`src/rtl/epm_regs.vh`:
```
`ifndef EPM_REGS_VH
`define EPM_REGS_VH
// register byte offsets
`define EPM_CTRL_OFS  8'h00
`define EPM_COOL_OFS  8'h04
`define EPM_PUMP_OFS  8'h08
`define EPM_PICK_OFS  8'h0c
`define EPM_TMO_OFS   8'h10
`define EPM_ASPD_OFS  8'h14
`define EPM_RATE_OFS  8'h18
`define EPM_RPWR_OFS  8'h1c
`define EPM_MASK_OFS  8'h20
`define EPM_STAT_OFS  8'h24
// control field positions
`define EPM_ETYPE_LSB 0
`define EPM_ETYPE_MSB 7
`define EPM_AVR_BIT   8
`define EPM_OVR_BIT   9
`define EPM_PFUN_BIT  10
`define EPM_MAKE_BIT  11
`define EPM_PACT_LSB  12
`define EPM_AACT_LSB  14
`define EPM_F60_BIT   16
// status field positions
`define EPM_ST_COOL   0
`define EPM_ST_PUMP   1
`define EPM_ST_PICK   2
`define EPM_ST_AVR    3
`define EPM_ST_ECU    4
`define EPM_ST_ASPD   5
`define EPM_ST_RPWR   6
`define EPM_ST_MASKD  7
// can fault mask bits
`define EPM_CF_OILLO  0
`define EPM_CF_OILMIN 1
`define EPM_CF_CLTHI  4
`define EPM_CF_CLTMAX 5
`define EPM_CF_OVSPD  10
// reset values
`define EPM_CTRL_RST  32'h0000_0000
`define EPM_WORD_RST  32'h0000_0000
// reactions
`define EPM_ACT_WARN  2'h0
// timing
`define EPM_CLK_HZ    20000000
`define EPM_TICK_MS   1
`define EPM_NMT_DEF_MS 16'h03e8
`define EPM_NMT_LO    8'h8c
`define EPM_NMT_HI    8'h8f
`define EPM_PCT_SCALE 24'h000064
`endif

```
`src/rtl/epm_monitor.v`:
```
// Functional notes
// - coolant low warning after persistent delay
// - coolant check only with measurement present
// - pump check needs assigned output, time
// - pump off on warning, ack restarts
// - pickup check needs nonzero tooth count
// - running with zero speed trips pickup
// - pickup reaction chosen by action field
// - override turns configurable failures to warnings
// - regulator silence beyond timeout trips failure
// - engine silence beyond timeout trips failure
// - types 140-143 watch NMT alive
// - async speed check only in steady running
// - speed over percent of rated trips
// - positive reactive power over threshold alarms
// - engine faults need CAN enabled
// - mask bit suppresses each engine fault
// - overspeed asserts despite other alarms
// - special make masks early oil/coolant faults
// - protections active in all modes; async speed in manual needs breaker closed
//
// The APB interface to the registers and the register addresses are this design's own decisions.
`timescale 1ns/100ps
`include "epm_regs.vh"
module epm_monitor #(
   parameter TICK_CYCLES = (`EPM_CLK_HZ / 1000) * `EPM_TICK_MS
)(
   input  wire        pclk,
   input  wire        presetn,
   input  wire        psel,
   input  wire        penable,
   input  wire        pwrite,
   input  wire [7:0]  paddr,
   input  wire [31:0] pwdata,
   output reg  [31:0] prdata,
   output reg         pready,
   output reg         pslverr,
   input  wire        coolant_present,
   input  wire [15:0] coolant_temp,
   input  wire        pump_request,
   input  wire        engine_running,
   input  wire        engine_started,
   input  wire [15:0] engine_speed,
   input  wire        fuel_active,
   input  wire        start_stop_phase,
   input  wire        volt_freq_ok,
   input  wire        manual_operation,
   input  wire        generator_breaker,
   input  wire [15:0] reactive_power,
   input  wire        avr_msg,
   input  wire        ecu_msg,
   input  wire        nmt_alive,
   input  wire [15:0] can_fault_in,
   output reg         warn_coolant_low,
   output reg         warn_pump_fail,
   output reg         fluid_pump_output_function,
   output reg         pickup_fail,
   output reg  [1:0]  pickup_react,
   output reg         avr_comm_fail,
   output reg  [1:0]  avr_react,
   output reg         ecu_comm_fail,
   output reg         async_speed_trip,
   output reg         reactive_alarm,
   output reg  [15:0] can_faults
);
   localparam NT = 8;
   reg  [31:0] ctrl_r;
   reg  [31:0] cool_r;
   reg  [15:0] pump_r;
   reg  [31:0] pick_r;
   reg  [31:0] tmo_r;
   reg  [31:0] aspd_r;
   reg  [31:0] rate_r;
   reg  [31:0] rpwr_r;
   reg  [31:0] mask_r;
   reg         pump_warn_r;
   reg  [15:0] tick_cnt_r;
   reg         tick_r;
   wire [7:0]  etype = ctrl_r[`EPM_ETYPE_MSB:`EPM_ETYPE_LSB];
   wire        can_en = (etype != 8'h00);
   wire        nmt_type = (etype >= `EPM_NMT_LO) && (etype <= `EPM_NMT_HI);
   wire        ovr = ctrl_r[`EPM_OVR_BIT];
   wire        steady = fuel_active & ~start_stop_phase;
   wire        wr = psel & penable & pwrite & pready;
   wire        ack_pump = wr & (paddr == `EPM_STAT_OFS) & pwdata[`EPM_ST_PUMP];
   wire [15:0] rated = ctrl_r[`EPM_F60_BIT] ? rate_r[31:16] : rate_r[15:0];
   wire [23:0] spd_scaled = engine_speed * `EPM_PCT_SCALE;
   wire [23:0] spd_limit = aspd_r[7:0] * rated;
   wire [15:0] ecu_tmo;
   wire [NT-1:0] cond;
   wire [NT-1:0] trip;
   wire [15:0] dly [0:NT-1];
   wire [31:0] status;
   wire        mask_done;
   wire [15:0] cf_masked;
   reg  [31:0] rd_mux;
   reg         rd_hit;

   // zero timeout stays live on alive-message engines
   assign ecu_tmo = (nmt_type && tmo_r[31:16] == 16'h0000) ? `EPM_NMT_DEF_MS
                                                            : tmo_r[31:16];

   // manual_operation gates async speed to a closed generator_breaker; other checks run in all modes
   assign cond[0] = coolant_present & (coolant_temp < cool_r[15:0]);
   assign cond[1] = ctrl_r[`EPM_PFUN_BIT] & fluid_pump_output_function;
   assign cond[2] = (pick_r[15:0] != 16'h0000) & engine_running
                    & (engine_speed == 16'h0000);
   assign cond[3] = ctrl_r[`EPM_AVR_BIT] & ~avr_msg;
   assign cond[4] = can_en & ~(nmt_type ? nmt_alive : ecu_msg);
   assign cond[5] = steady & volt_freq_ok & (~manual_operation | generator_breaker)
                    & (spd_scaled > spd_limit);
   assign cond[6] = steady & ~reactive_power[15]
                    & (reactive_power > rpwr_r[15:0]);
   assign cond[7] = engine_started;

   assign dly[0] = cool_r[31:16];
   assign dly[1] = pump_r;
   assign dly[2] = pick_r[31:16];
   assign dly[3] = tmo_r[15:0];
   assign dly[4] = ecu_tmo;
   assign dly[5] = aspd_r[31:16];
   assign dly[6] = rpwr_r[31:16];
   assign dly[7] = mask_r[31:16];

   // millisecond time base shared by all timers
   always @(posedge pclk or negedge presetn)
   begin
      if (!presetn)
      begin
         tick_cnt_r <= 16'h0000;
         tick_r     <= 1'b0;
      end
      else if (tick_cnt_r == TICK_CYCLES[15:0] - 16'h0001)
      begin
         tick_cnt_r <= 16'h0000;
         tick_r     <= 1'b1;
      end
      else
      begin
         tick_cnt_r <= tick_cnt_r + 16'h0001;
         tick_r     <= 1'b0;
      end
   end

   genvar gi;
   generate
      for (gi = 0; gi < NT; gi = gi + 1)
      begin : g_tmr
         reg [15:0] cnt_r;
         // saturates at the delay; zero delay never trips
         assign trip[gi] = (dly[gi] != 16'h0000) && (cnt_r >= dly[gi]);
         always @(posedge pclk or negedge presetn)
         begin
            if (!presetn)
               cnt_r <= 16'h0000;
            else if (!cond[gi])
               cnt_r <= 16'h0000;
            else if (tick_r && cnt_r < dly[gi])
               cnt_r <= cnt_r + 16'h0001;
         end
      end
   endgenerate

   assign mask_done = (mask_r[31:16] == 16'h0000) | trip[7];

   // early oil and coolant reports dropped for the special make
   function [15:0] early_mask;
      input make;
      input done;
      begin
         early_mask = 16'hffff;
         if (make && !done)
         begin
            early_mask[`EPM_CF_OILLO]  = 1'b0;
            early_mask[`EPM_CF_OILMIN] = 1'b0;
            early_mask[`EPM_CF_CLTHI]  = 1'b0;
            early_mask[`EPM_CF_CLTMAX] = 1'b0;
         end
      end
   endfunction

   // overspeed bit is not gated by other alarms
   assign cf_masked = can_fault_in & ~mask_r[15:0] & {16{can_en}}
                      & early_mask(ctrl_r[`EPM_MAKE_BIT], mask_done);

   assign status = {24'h000000, ~mask_done, trip[6:5], ecu_comm_fail,
                    avr_comm_fail, pickup_fail, pump_warn_r, warn_coolant_low};

   always @*
   begin
      rd_hit = 1'b1;
      case (paddr)
         `EPM_CTRL_OFS: rd_mux = ctrl_r;
         `EPM_COOL_OFS: rd_mux = cool_r;
         `EPM_PUMP_OFS: rd_mux = {16'h0000, pump_r};
         `EPM_PICK_OFS: rd_mux = pick_r;
         `EPM_TMO_OFS:  rd_mux = tmo_r;
         `EPM_ASPD_OFS: rd_mux = aspd_r;
         `EPM_RATE_OFS: rd_mux = rate_r;
         `EPM_RPWR_OFS: rd_mux = rpwr_r;
         `EPM_MASK_OFS: rd_mux = mask_r;
         `EPM_STAT_OFS: rd_mux = status;
         default:
         begin
            rd_mux = 32'h0000_0000;
            rd_hit = 1'b0;
         end
      endcase
   end

   // zero wait states: answer is ready in the first access cycle
   always @(posedge pclk or negedge presetn)
   begin
      if (!presetn)
      begin
         pready  <= 1'b0;
         pslverr <= 1'b0;
         prdata  <= 32'h0000_0000;
      end
      else
      begin
         pready  <= psel & ~penable;
         pslverr <= psel & ~penable & ~rd_hit;
         if (psel && !penable && !pwrite)
            prdata <= rd_mux;
      end
   end

   always @(posedge pclk or negedge presetn)
   begin
      if (!presetn)
      begin
         ctrl_r <= `EPM_CTRL_RST;
         cool_r <= `EPM_WORD_RST;
         pump_r <= 16'h0000;
         pick_r <= `EPM_WORD_RST;
         tmo_r  <= `EPM_WORD_RST;
         aspd_r <= `EPM_WORD_RST;
         rate_r <= `EPM_WORD_RST;
         rpwr_r <= `EPM_WORD_RST;
         mask_r <= `EPM_WORD_RST;
      end
      else if (wr)
      begin
         case (paddr)
            `EPM_CTRL_OFS: ctrl_r <= pwdata;
            `EPM_COOL_OFS: cool_r <= pwdata;
            `EPM_PUMP_OFS: pump_r <= pwdata[15:0];
            `EPM_PICK_OFS: pick_r <= pwdata;
            `EPM_TMO_OFS:  tmo_r  <= pwdata;
            `EPM_ASPD_OFS: aspd_r <= pwdata;
            `EPM_RATE_OFS: rate_r <= pwdata;
            `EPM_RPWR_OFS: rpwr_r <= pwdata;
            `EPM_MASK_OFS: mask_r <= pwdata;
            default:       ctrl_r <= ctrl_r;
         endcase
      end
   end

   // pump warning latches; a new trip wins over the acknowledge
   always @(posedge pclk or negedge presetn)
   begin
      if (!presetn)
         pump_warn_r <= 1'b0;
      else if (trip[1])
         pump_warn_r <= 1'b1;
      else if (ack_pump)
         pump_warn_r <= 1'b0;
   end

   always @(posedge pclk or negedge presetn)
   begin
      if (!presetn)
      begin
         warn_coolant_low           <= 1'b0;
         warn_pump_fail             <= 1'b0;
         fluid_pump_output_function <= 1'b0;
         pickup_fail                <= 1'b0;
         pickup_react               <= `EPM_ACT_WARN;
         avr_comm_fail              <= 1'b0;
         avr_react                  <= `EPM_ACT_WARN;
         ecu_comm_fail              <= 1'b0;
         async_speed_trip           <= 1'b0;
         reactive_alarm             <= 1'b0;
         can_faults                 <= 16'h0000;
      end
      else
      begin
         warn_coolant_low           <= trip[0];
         warn_pump_fail             <= pump_warn_r;
         fluid_pump_output_function <= pump_request & ~pump_warn_r & ~trip[1];
         pickup_fail                <= trip[2];
         pickup_react               <= ovr ? `EPM_ACT_WARN
                                           : ctrl_r[`EPM_PACT_LSB+1:`EPM_PACT_LSB];
         avr_comm_fail              <= trip[3];
         avr_react                  <= ovr ? `EPM_ACT_WARN
                                           : ctrl_r[`EPM_AACT_LSB+1:`EPM_AACT_LSB];
         ecu_comm_fail              <= trip[4];
         async_speed_trip           <= trip[5];
         reactive_alarm             <= trip[6];
         can_faults                 <= cf_masked;
      end
   end
endmodule

```
`config.mk`:
```
export PLATFORM = sky130hd
export DESIGN_NAME = epm_monitor
export DESIGN_NICKNAME = d
export VERILOG_FILES = /design/src/rtl/epm_monitor.v
export VERILOG_INCLUDE_DIRS = /design/src /design/src/rtl
export SDC_FILE = /design/constraint.sdc
export NUM_CORES = 1
export LEC_CHECK = 0
export BUFFER_PORTS_ARGS = -buffer_cell sky130_fd_sc_hd__buf_2
export CAP_MARGIN = 20
export CORE_UTILIZATION = 32
export CTS_BUF_LIST = sky130_fd_sc_hd__clkbuf_8
export CTS_CLUSTER_SIZE = 24
export DETAILED_ROUTE_END_ITERATION = 12
export PLACE_DENSITY = 0.48
export SETUP_SLACK_MARGIN = 0.2
export SLEW_MARGIN = 20
export SYNTH_ARGS = -nofsm -noshare
export SYNTH_HDL_FRONTEND = slang
export SYNTH_SLANG_ARGS = --single-unit
```
`constraint.sdc`:
```
create_clock -name pclk -period 12 [get_ports pclk]
set_input_delay 0.6 -clock pclk [delete_from_list [all_inputs] [get_ports pclk]]
set_output_delay 0.6 -clock pclk [all_outputs]
set_load 0.02 [all_outputs]
```
==> impl_metrics.py, run 1 <==
metrics = {
    "sta": {
        "hold_viol": 0,
        "maxSlewViolCount": 0,
        "tns_ns": 0,
        "fmax_ghz": 0.126,
        "slew_headroom_pct": 29.4,
        "finalCritPeriodShare_pct": 65.9,
        "worst_pin_slew_ns": 1.03,
        "rsz0062_at_grt": "false",
        "min_period_ns": 7.91,
        "clock_skew_ns": 0.0695,
        "fin_ws_ns": 4.09,
        "setup_viol_count_final": 0,
        "whs_ns": 0.117,
    },
    "clock_tree": {
        "cts_root_buffer": "clkbuf_8",
        "cts_max_level": 3,
        "cts_tree": "done",
        "cts_setup_buffers": 0,
        "cts.sinks": 480,
        "cts-buffers-inserted": 91,
        "clk_pin_slew_ns": 0.08,
        "hold_buffers": 2,
        "clk_path_buf_depth": 3,
        "clock_latency_ns": 0.74,
        "ctsResizeCount": 0,
    },
    "power_and_ir_drop": {
        "leakage_nw": 17.3,
        "design_power_total_mw": 3.61,
        "power_density_mw_per_mm2": 100,
        "ir_drop_v": 0.0000686,
    },
    "routing": {
        "drcViolationCount": 0,
        "finalWirelength_um": 102000,
        "drt_iter0_markers": 1702,
        "vias": 23848,
        "viasPerCell": 5.15,
        "ant_nets": 0,
        "wl_per_cell_um": 22.0,
        "drt_pass1_iterations": 6,
    },
    "logic_synthesis": {
        "ys_types": 68,
        "ys.warnings.count": 0,
        "synthCells": 3073,
        "synthArstFlopShare_pct": 100,
        "yosys.area_share.simple_pct": 14.0,
        "synthMuxAreaShare_pct": 10.7,
        "synth_top_family_by_area": "adder cells",
        "yosysSeqAreaShare_pct": 37.9,
        "synth_nets": 3583,
        "ys_ff_latch": 480,
        "avgSynthCellArea_um2": 10.3,
        "syn_area_mm2": 0.0317,
        "synth-adder-area-share_pct": 17.6,
        "synth_ff_type": "dfrtp_1",
        "synth_edf_count": 0,
        "synthXorXnorAreaFrac_pct": 3.56,
        "synth_compound_area_share_pct": 10.9,
    },
    "global_route": {
        "grt_pass1_wl_um": 155000,
        "grt_max_degree": 86,
        "grt_pass1_vias": 24236,
        "antenna_found_initial": 8,
        "grt_remaining_overflow": 0,
        "grt_usage_pct": 20.5,
    },
    "final_layout": {
        "most-common-layout-cells": "dfrtp_1, inv_1, ha_1",
        "final_common_cell": "dfrtp_1",
        "area_growth_pct": 13.4,
        "largest_reg_flops": 128,
        "regMostFlops": "g_tmr.cnt_r",
        "finish.utilization_pct": 36.6,
        "drive_above_1_share_pct": 19.3,
        "nets": 3790,
    },
    "floorplanning": {
        "start_util_pct": 32.3,
        "dieWidth_um": 317,
        "fp.dieH_um": 317,
        "fp-row-count": 115,
        "die-area_mm2": 0.100,
        "fp.coreArea_mm2": 0.0983,
        "io_pins": 183,
    },
    "placement": {
        "dp_slack_ns": 3.96,
        "port_buffers": 182,
        "gp_congestion": 0.829,
        "hpwl_um": 75700,
    },
    "worst_setup_path": {
        "critPathLaunch": "ctrl_r[16]$_DFFE_PN0P_",
        "cp-end-kind": "flip-flop",
        "crit_fanout": 18,
        "arrival_ns": 8.48,
        "required_ns": 12.58,
        "reg2reg_from": "ctrl_r[16]$_DFFE_PN0P_",
        "cp-start-kind": "flip-flop",
        "critPathKind": "reg2reg",
    },
    "worst_hold_path": {
        "hold_start": "can_fault_in[5]",
        "hold_path.class": "in2reg",
    },
    "status": {
        "run_status": "complete, no violations",
    },
    "run": {
        "maxCapViolations": 0,
    },
}
==> critical path, stage by stage (launching register included) <==
cell	delay [ns]
dfrtp_1	0.91
mux2i_1	0.74
nand2b_1	0.20
fa_1	0.44
fa_1	0.54
inv_1	0.06
fa_1	0.53
inv_1	0.05
fa_1	0.52
inv_1	0.04
ha_1	0.32
o21a_1	0.21
a2111oi_0	0.58
o41ai_1	0.15
a21oi_1	0.40
o21bai_1	0.10
a21oi_1	0.18
xor2_1	0.17
ha_1	0.26
a21o_1	0.17
a21o_1	0.17
a21oi_1	0.14
nor2b_1	0.06
o21ai_0	0.12
o311ai_0	0.17
nand4_2	0.40
nor2_1	0.10
==> final timing paths <==
kind,to,slack [ns],depth (start not counted)
max in group asynchronous,pump_r[6]$_DFFE_PN0P_,9.17,4
setup reg to reg,g_tmr[5].cnt_r[7]$_DFFE_PN0P_,4.09,26
hold / removal,can_faults[5]$_DFF_PN0_,0.12,2
hold reg to reg,tick_cnt_r[0]$_DFF_PN0_,0.45,1
min in group asynchronous,reactive_alarm$_DFF_PN0_,0.51,2
setup / recovery,g_tmr[5].cnt_r[7]$_DFFE_PN0P_,4.09,26
==> routing by layer <==
layer	GRT usage (%)	share of wire, %
met5	0	0.061
met4	6.62	2.9
met3	4.30	5.9
met2	31.4	44
met1	28.8	47
==> cell usage after synthesis, types with 15 or more instances <==
library cell	count	area [um2]
a21o_1	79	593
a21oi_1	82	410
a221oi_1	23	201
a22o_1	20	175
a22oi_1	89	668
a31oi_1	17	106
and2_1	32	200
and3_1	32	200
buf_1	34	128
clkbuf_1	66	248
dfrtp_1	480	12000
fa_1	95	1900
ha_1	294	3680
inv_1	345	1290
mux2_2	276	3110
mux2i_1	28	280
nand2_1	135	507
nand2b_1	35	219
nand3_1	75	375
nand4_1	62	388
nor2_1	161	604
nor2b_1	102	638
nor3_1	43	215
nor3b_1	18	135
nor4_1	62	388
o21a_1	24	180
o21ai_0	57	285
or3_1	15	93.8
xnor2_1	99	867
xor2_1	30	263
==> where the power goes <==
| part | switching [mW] | leakage [nW] | internal [mW] |
|---|---|---|---|
| Combinational | 0.227 | 9.61 | 0.147 |
| Sequential | 0.00907 | 6.68 | 1.63 |
| Clock | 0.741 | 1.02 | 0.860 |
==> per-stage QoR <==
stage               std cells  cell area (um2)
detailed placement       4472            34200
finish                   4630            36000
global placement         4472            34200
CTS                      4626            36000
floorplan                3073            31700
global route             4630            36000
==> layout make-up <==
class	count	area, um2
Clock buffer	106	1460
Sequential cell	480	12000
Multi-Input combinational cell	2141	18100
Timing Repair Buffer	219	1200
Inverter	347	1300
Clock inverter	46	290
Antenna cell	4	10.0
Fill cell	9982	62300
Tap cell	1287	1610
==> kinds of logic after synthesis <==
group	Yosys count
xor+xnor	129
buf+inv	452
fa+ha+maj	389
compound gates	489
flops	480
mux	304
simple gates	830
Note: power is estimated with default switching activity, not from simulation.
==> inputs of run 2 (changes only) <==
Settings changed: PLACE_DENSITY 0.48 to 0.5.
Clock period 12 ns to 6.4 ns, I/O delays scaled along.
==> run 2 against run 1 <==
  * Via count grew 1.8%
  * Routed wire length down 0.46%
  * First-iteration DRC count up 10%
  * Worst setup slack worse by 3.9 ns
  * Register-to-register slack got worse by 3.9 ns
  * Clock power up 88%
  * Critical path depth is 4 higher
  * Highest routed layer unchanged
==> impl_metrics.py, run 2 (synthesis gave the netlist of run 1 again) <==
metrics = {
    "placement": {
        "dp_slack_ns": -0.0806,
        "placed_area_mm2": 0.0347,
        "gp_congestion": 0.848,
        "dp.cells": 4521,
        "port_buffers": 182,
        "hpwl_um": 75200,
    },
    "power_and_ir_drop": {
        "power_density_mw_per_mm2": 184,
        "design_power_total_mw": 6.81,
        "leakage_nw": 17.8,
        "ir_drop_v": 0.000125,
    },
    "floorplanning": {
        "dieWidth_um": 317,
        "fp.coreArea_mm2": 0.0983,
        "fp.dieH_um": 317,
        "die-area_mm2": 0.100,
        "fp-row-count": 115,
        "io_pins": 183,
        "start_util_pct": 32.3,
    },
    "global_route": {
        "grt_remaining_overflow": 0,
        "grt_max_degree": 144,
        "grt_pass1_wl_um": 155000,
        "grt_usage_pct": 20.4,
        "grt_pass1_vias": 24465,
        "antenna_found_initial": 4,
    },
    "clock_tree": {
        "clk_pin_slew_ns": 0.06,
        "cts_max_level": 3,
        "cts.sinks": 480,
        "cts_root_buffer": "clkbuf_8",
        "clk_path_buf_depth": 3,
        "cts-buffers-inserted": 89,
        "clock_latency_ns": 0.72,
        "cts_tree": "done",
    },
    "routing": {
        "drcViolationCount": 0,
        "wl_per_cell_um": 21.5,
        "vias": 24288,
        "finalWirelength_um": 101000,
        "drt_pass1_iterations": 5,
        "viasPerCell": 5.15,
        "drt_iter0_markers": 1878,
        "ant_nets": 0,
    },
    "status": {
        "run_status": "complete, no violations",
    },
    "sta": {
        "fin_ws_ns": 0.158,
        "finalCritPeriodShare_pct": 97.5,
        "slew_headroom_pct": 24.0,
        "whs_ns": 0.0378,
        "rsz0062_at_grt": "true",
        "setup_viol_count_final": 0,
        "clock_skew_ns": 0.0486,
        "fmax_ghz": 0.160,
        "worst_pin_slew_ns": 1.13,
        "min_period_ns": 6.24,
        "hold_viol": 0,
        "maxSlewViolCount": 0,
    },
    "worst_setup_path": {
        "critPathKind": "reg2reg",
        "arrival_ns": 6.85,
        "crit_slowest_cell": "fa_1",
        "cp-start-kind": "flip-flop",
        "cp-end-kind": "flip-flop",
        "cpPeakStageDelay_ns": 0.52,
        "crit_fanout": 16,
        "required_ns": 7.01,
    },
    "final_layout": {
        "area_growth_pct": 16.5,
        "regMostFlops": "g_tmr.cnt_r",
        "instances_no_fill": 4717,
        "final_common_cell": "dfrtp_1",
        "nets": 3871,
        "largest_reg_flops": 128,
        "final_area_mm2": 0.0370,
        "drive_above_1_share_pct": 21.4,
        "nFillCells": 9884,
        "most-common-layout-cells": "dfrtp_1, inv_1, ha_1",
    },
    "run": {
        "maxCapViolations": 0,
    },
    "worst_hold_path": {
        "hold_path.class": "in2reg",
    },
}
[run 2: cell count changes in the layout (fill, tap and decap cells not counted), sizes merged]
| cell | change |
|---|---|
| diode | -1 |
| dlygate4sd3 | +28 |
| clkbuf | +4 |
| clkinv | +6 |
| buf | +55 |
| inv | -4 |
| bufinv | -2 |
| clkinvlp | +1 |
[run 2: what timing repair did]
item                                    CTS  global route
gates resized for setup                  14             8
endpoints found under the hold margin   181             0
endpoints found under the setup margin   16            16
pin swaps                                 6             1
buffers inserted                          6             0
hold buffers                             30             0
[run 2: critical path: cells and delay by family, from the launching register on]
| family | cells | cell delay (ns) |
|---|---|---|
| xor gates and xnor gates | 1 | 0.17 |
| buffers and inverters | 6 | 0.71 |
| AOI/OAI and AO/OA | 12 | 1.90 |
| and+or+nand+nor | 4 | 0.28 |
| DFF | 1 | 0.47 |
| muxes | 1 | 0.26 |
| adders and majority gates | 6 | 2.31 |
[run 2: per-layer routing]
layer / vias to the layer above / wire [um] / track usage, %
li1: 11472 / - / -
met1: 12027 / 48100 / 29.4
met4: 6 / 2830 / 6.51
met3: 145 / 5760 / 3.57
met2: 638 / 44500 / 30.8
met5: - / 34 / 0
[run 2: area by class of cell]
class | count | area, um2 | area share, %
Sequential cell | 480 | 12000 | 32.5
Clock inverter | 47 | 273 | 0.738
Inverter | 347 | 1300 | 3.52
Clock buffer | 110 | 1510 | 4.10
Tap cell | 1287 | 1610 | 4.36
Antenna cell | 3 | 7.51 | 0.0203
Multi-Input combinational cell | 2141 | 18300 | 49.4
Timing Repair Buffer | 302 | 1980 | 5.37
[run 2: where the power goes]
part	switching (mW)	leakage (nW)	internal (mW)
Combinational	0.444	10.1	0.299
Clock	1.41	1.02	1.60
Sequential	0.0157	6.68	3.05
Total	1.87	17.8	4.94
[run 2: metrics by stage]
step | utilization (%) | TNS [ns]
finish | 37.6 | 0
CTS | 37.6 | 0
global placement | 35.3 | -0.503
floorplan | - | 0
global route | 37.6 | -3.02
detailed placement | 35.3 | -1.19
[run 2: worst paths after layout]
path,start,end,slack (ns),depth (start not counted)
setup / recovery,ctrl_r[16]$_DFFE_PN0P_,g_tmr[5].cnt_r[15]$_DFFE_PN0P_,0.16,30
hold / removal,pwdata[8],mask_r[8]$_DFFE_PN0P_,0.04,2
setup reg to reg,ctrl_r[16]$_DFFE_PN0P_,g_tmr[5].cnt_r[15]$_DFFE_PN0P_,0.16,30
hold reg to reg,tick_cnt_r[0]$_DFF_PN0_,tick_cnt_r[0]$_DFF_PN0_,0.46,1
max in group asynchronous,presetn,can_faults[5]$_DFF_PN0_,4.73,3
min in group asynchronous,presetn,reactive_alarm$_DFF_PN0_,0.21,2
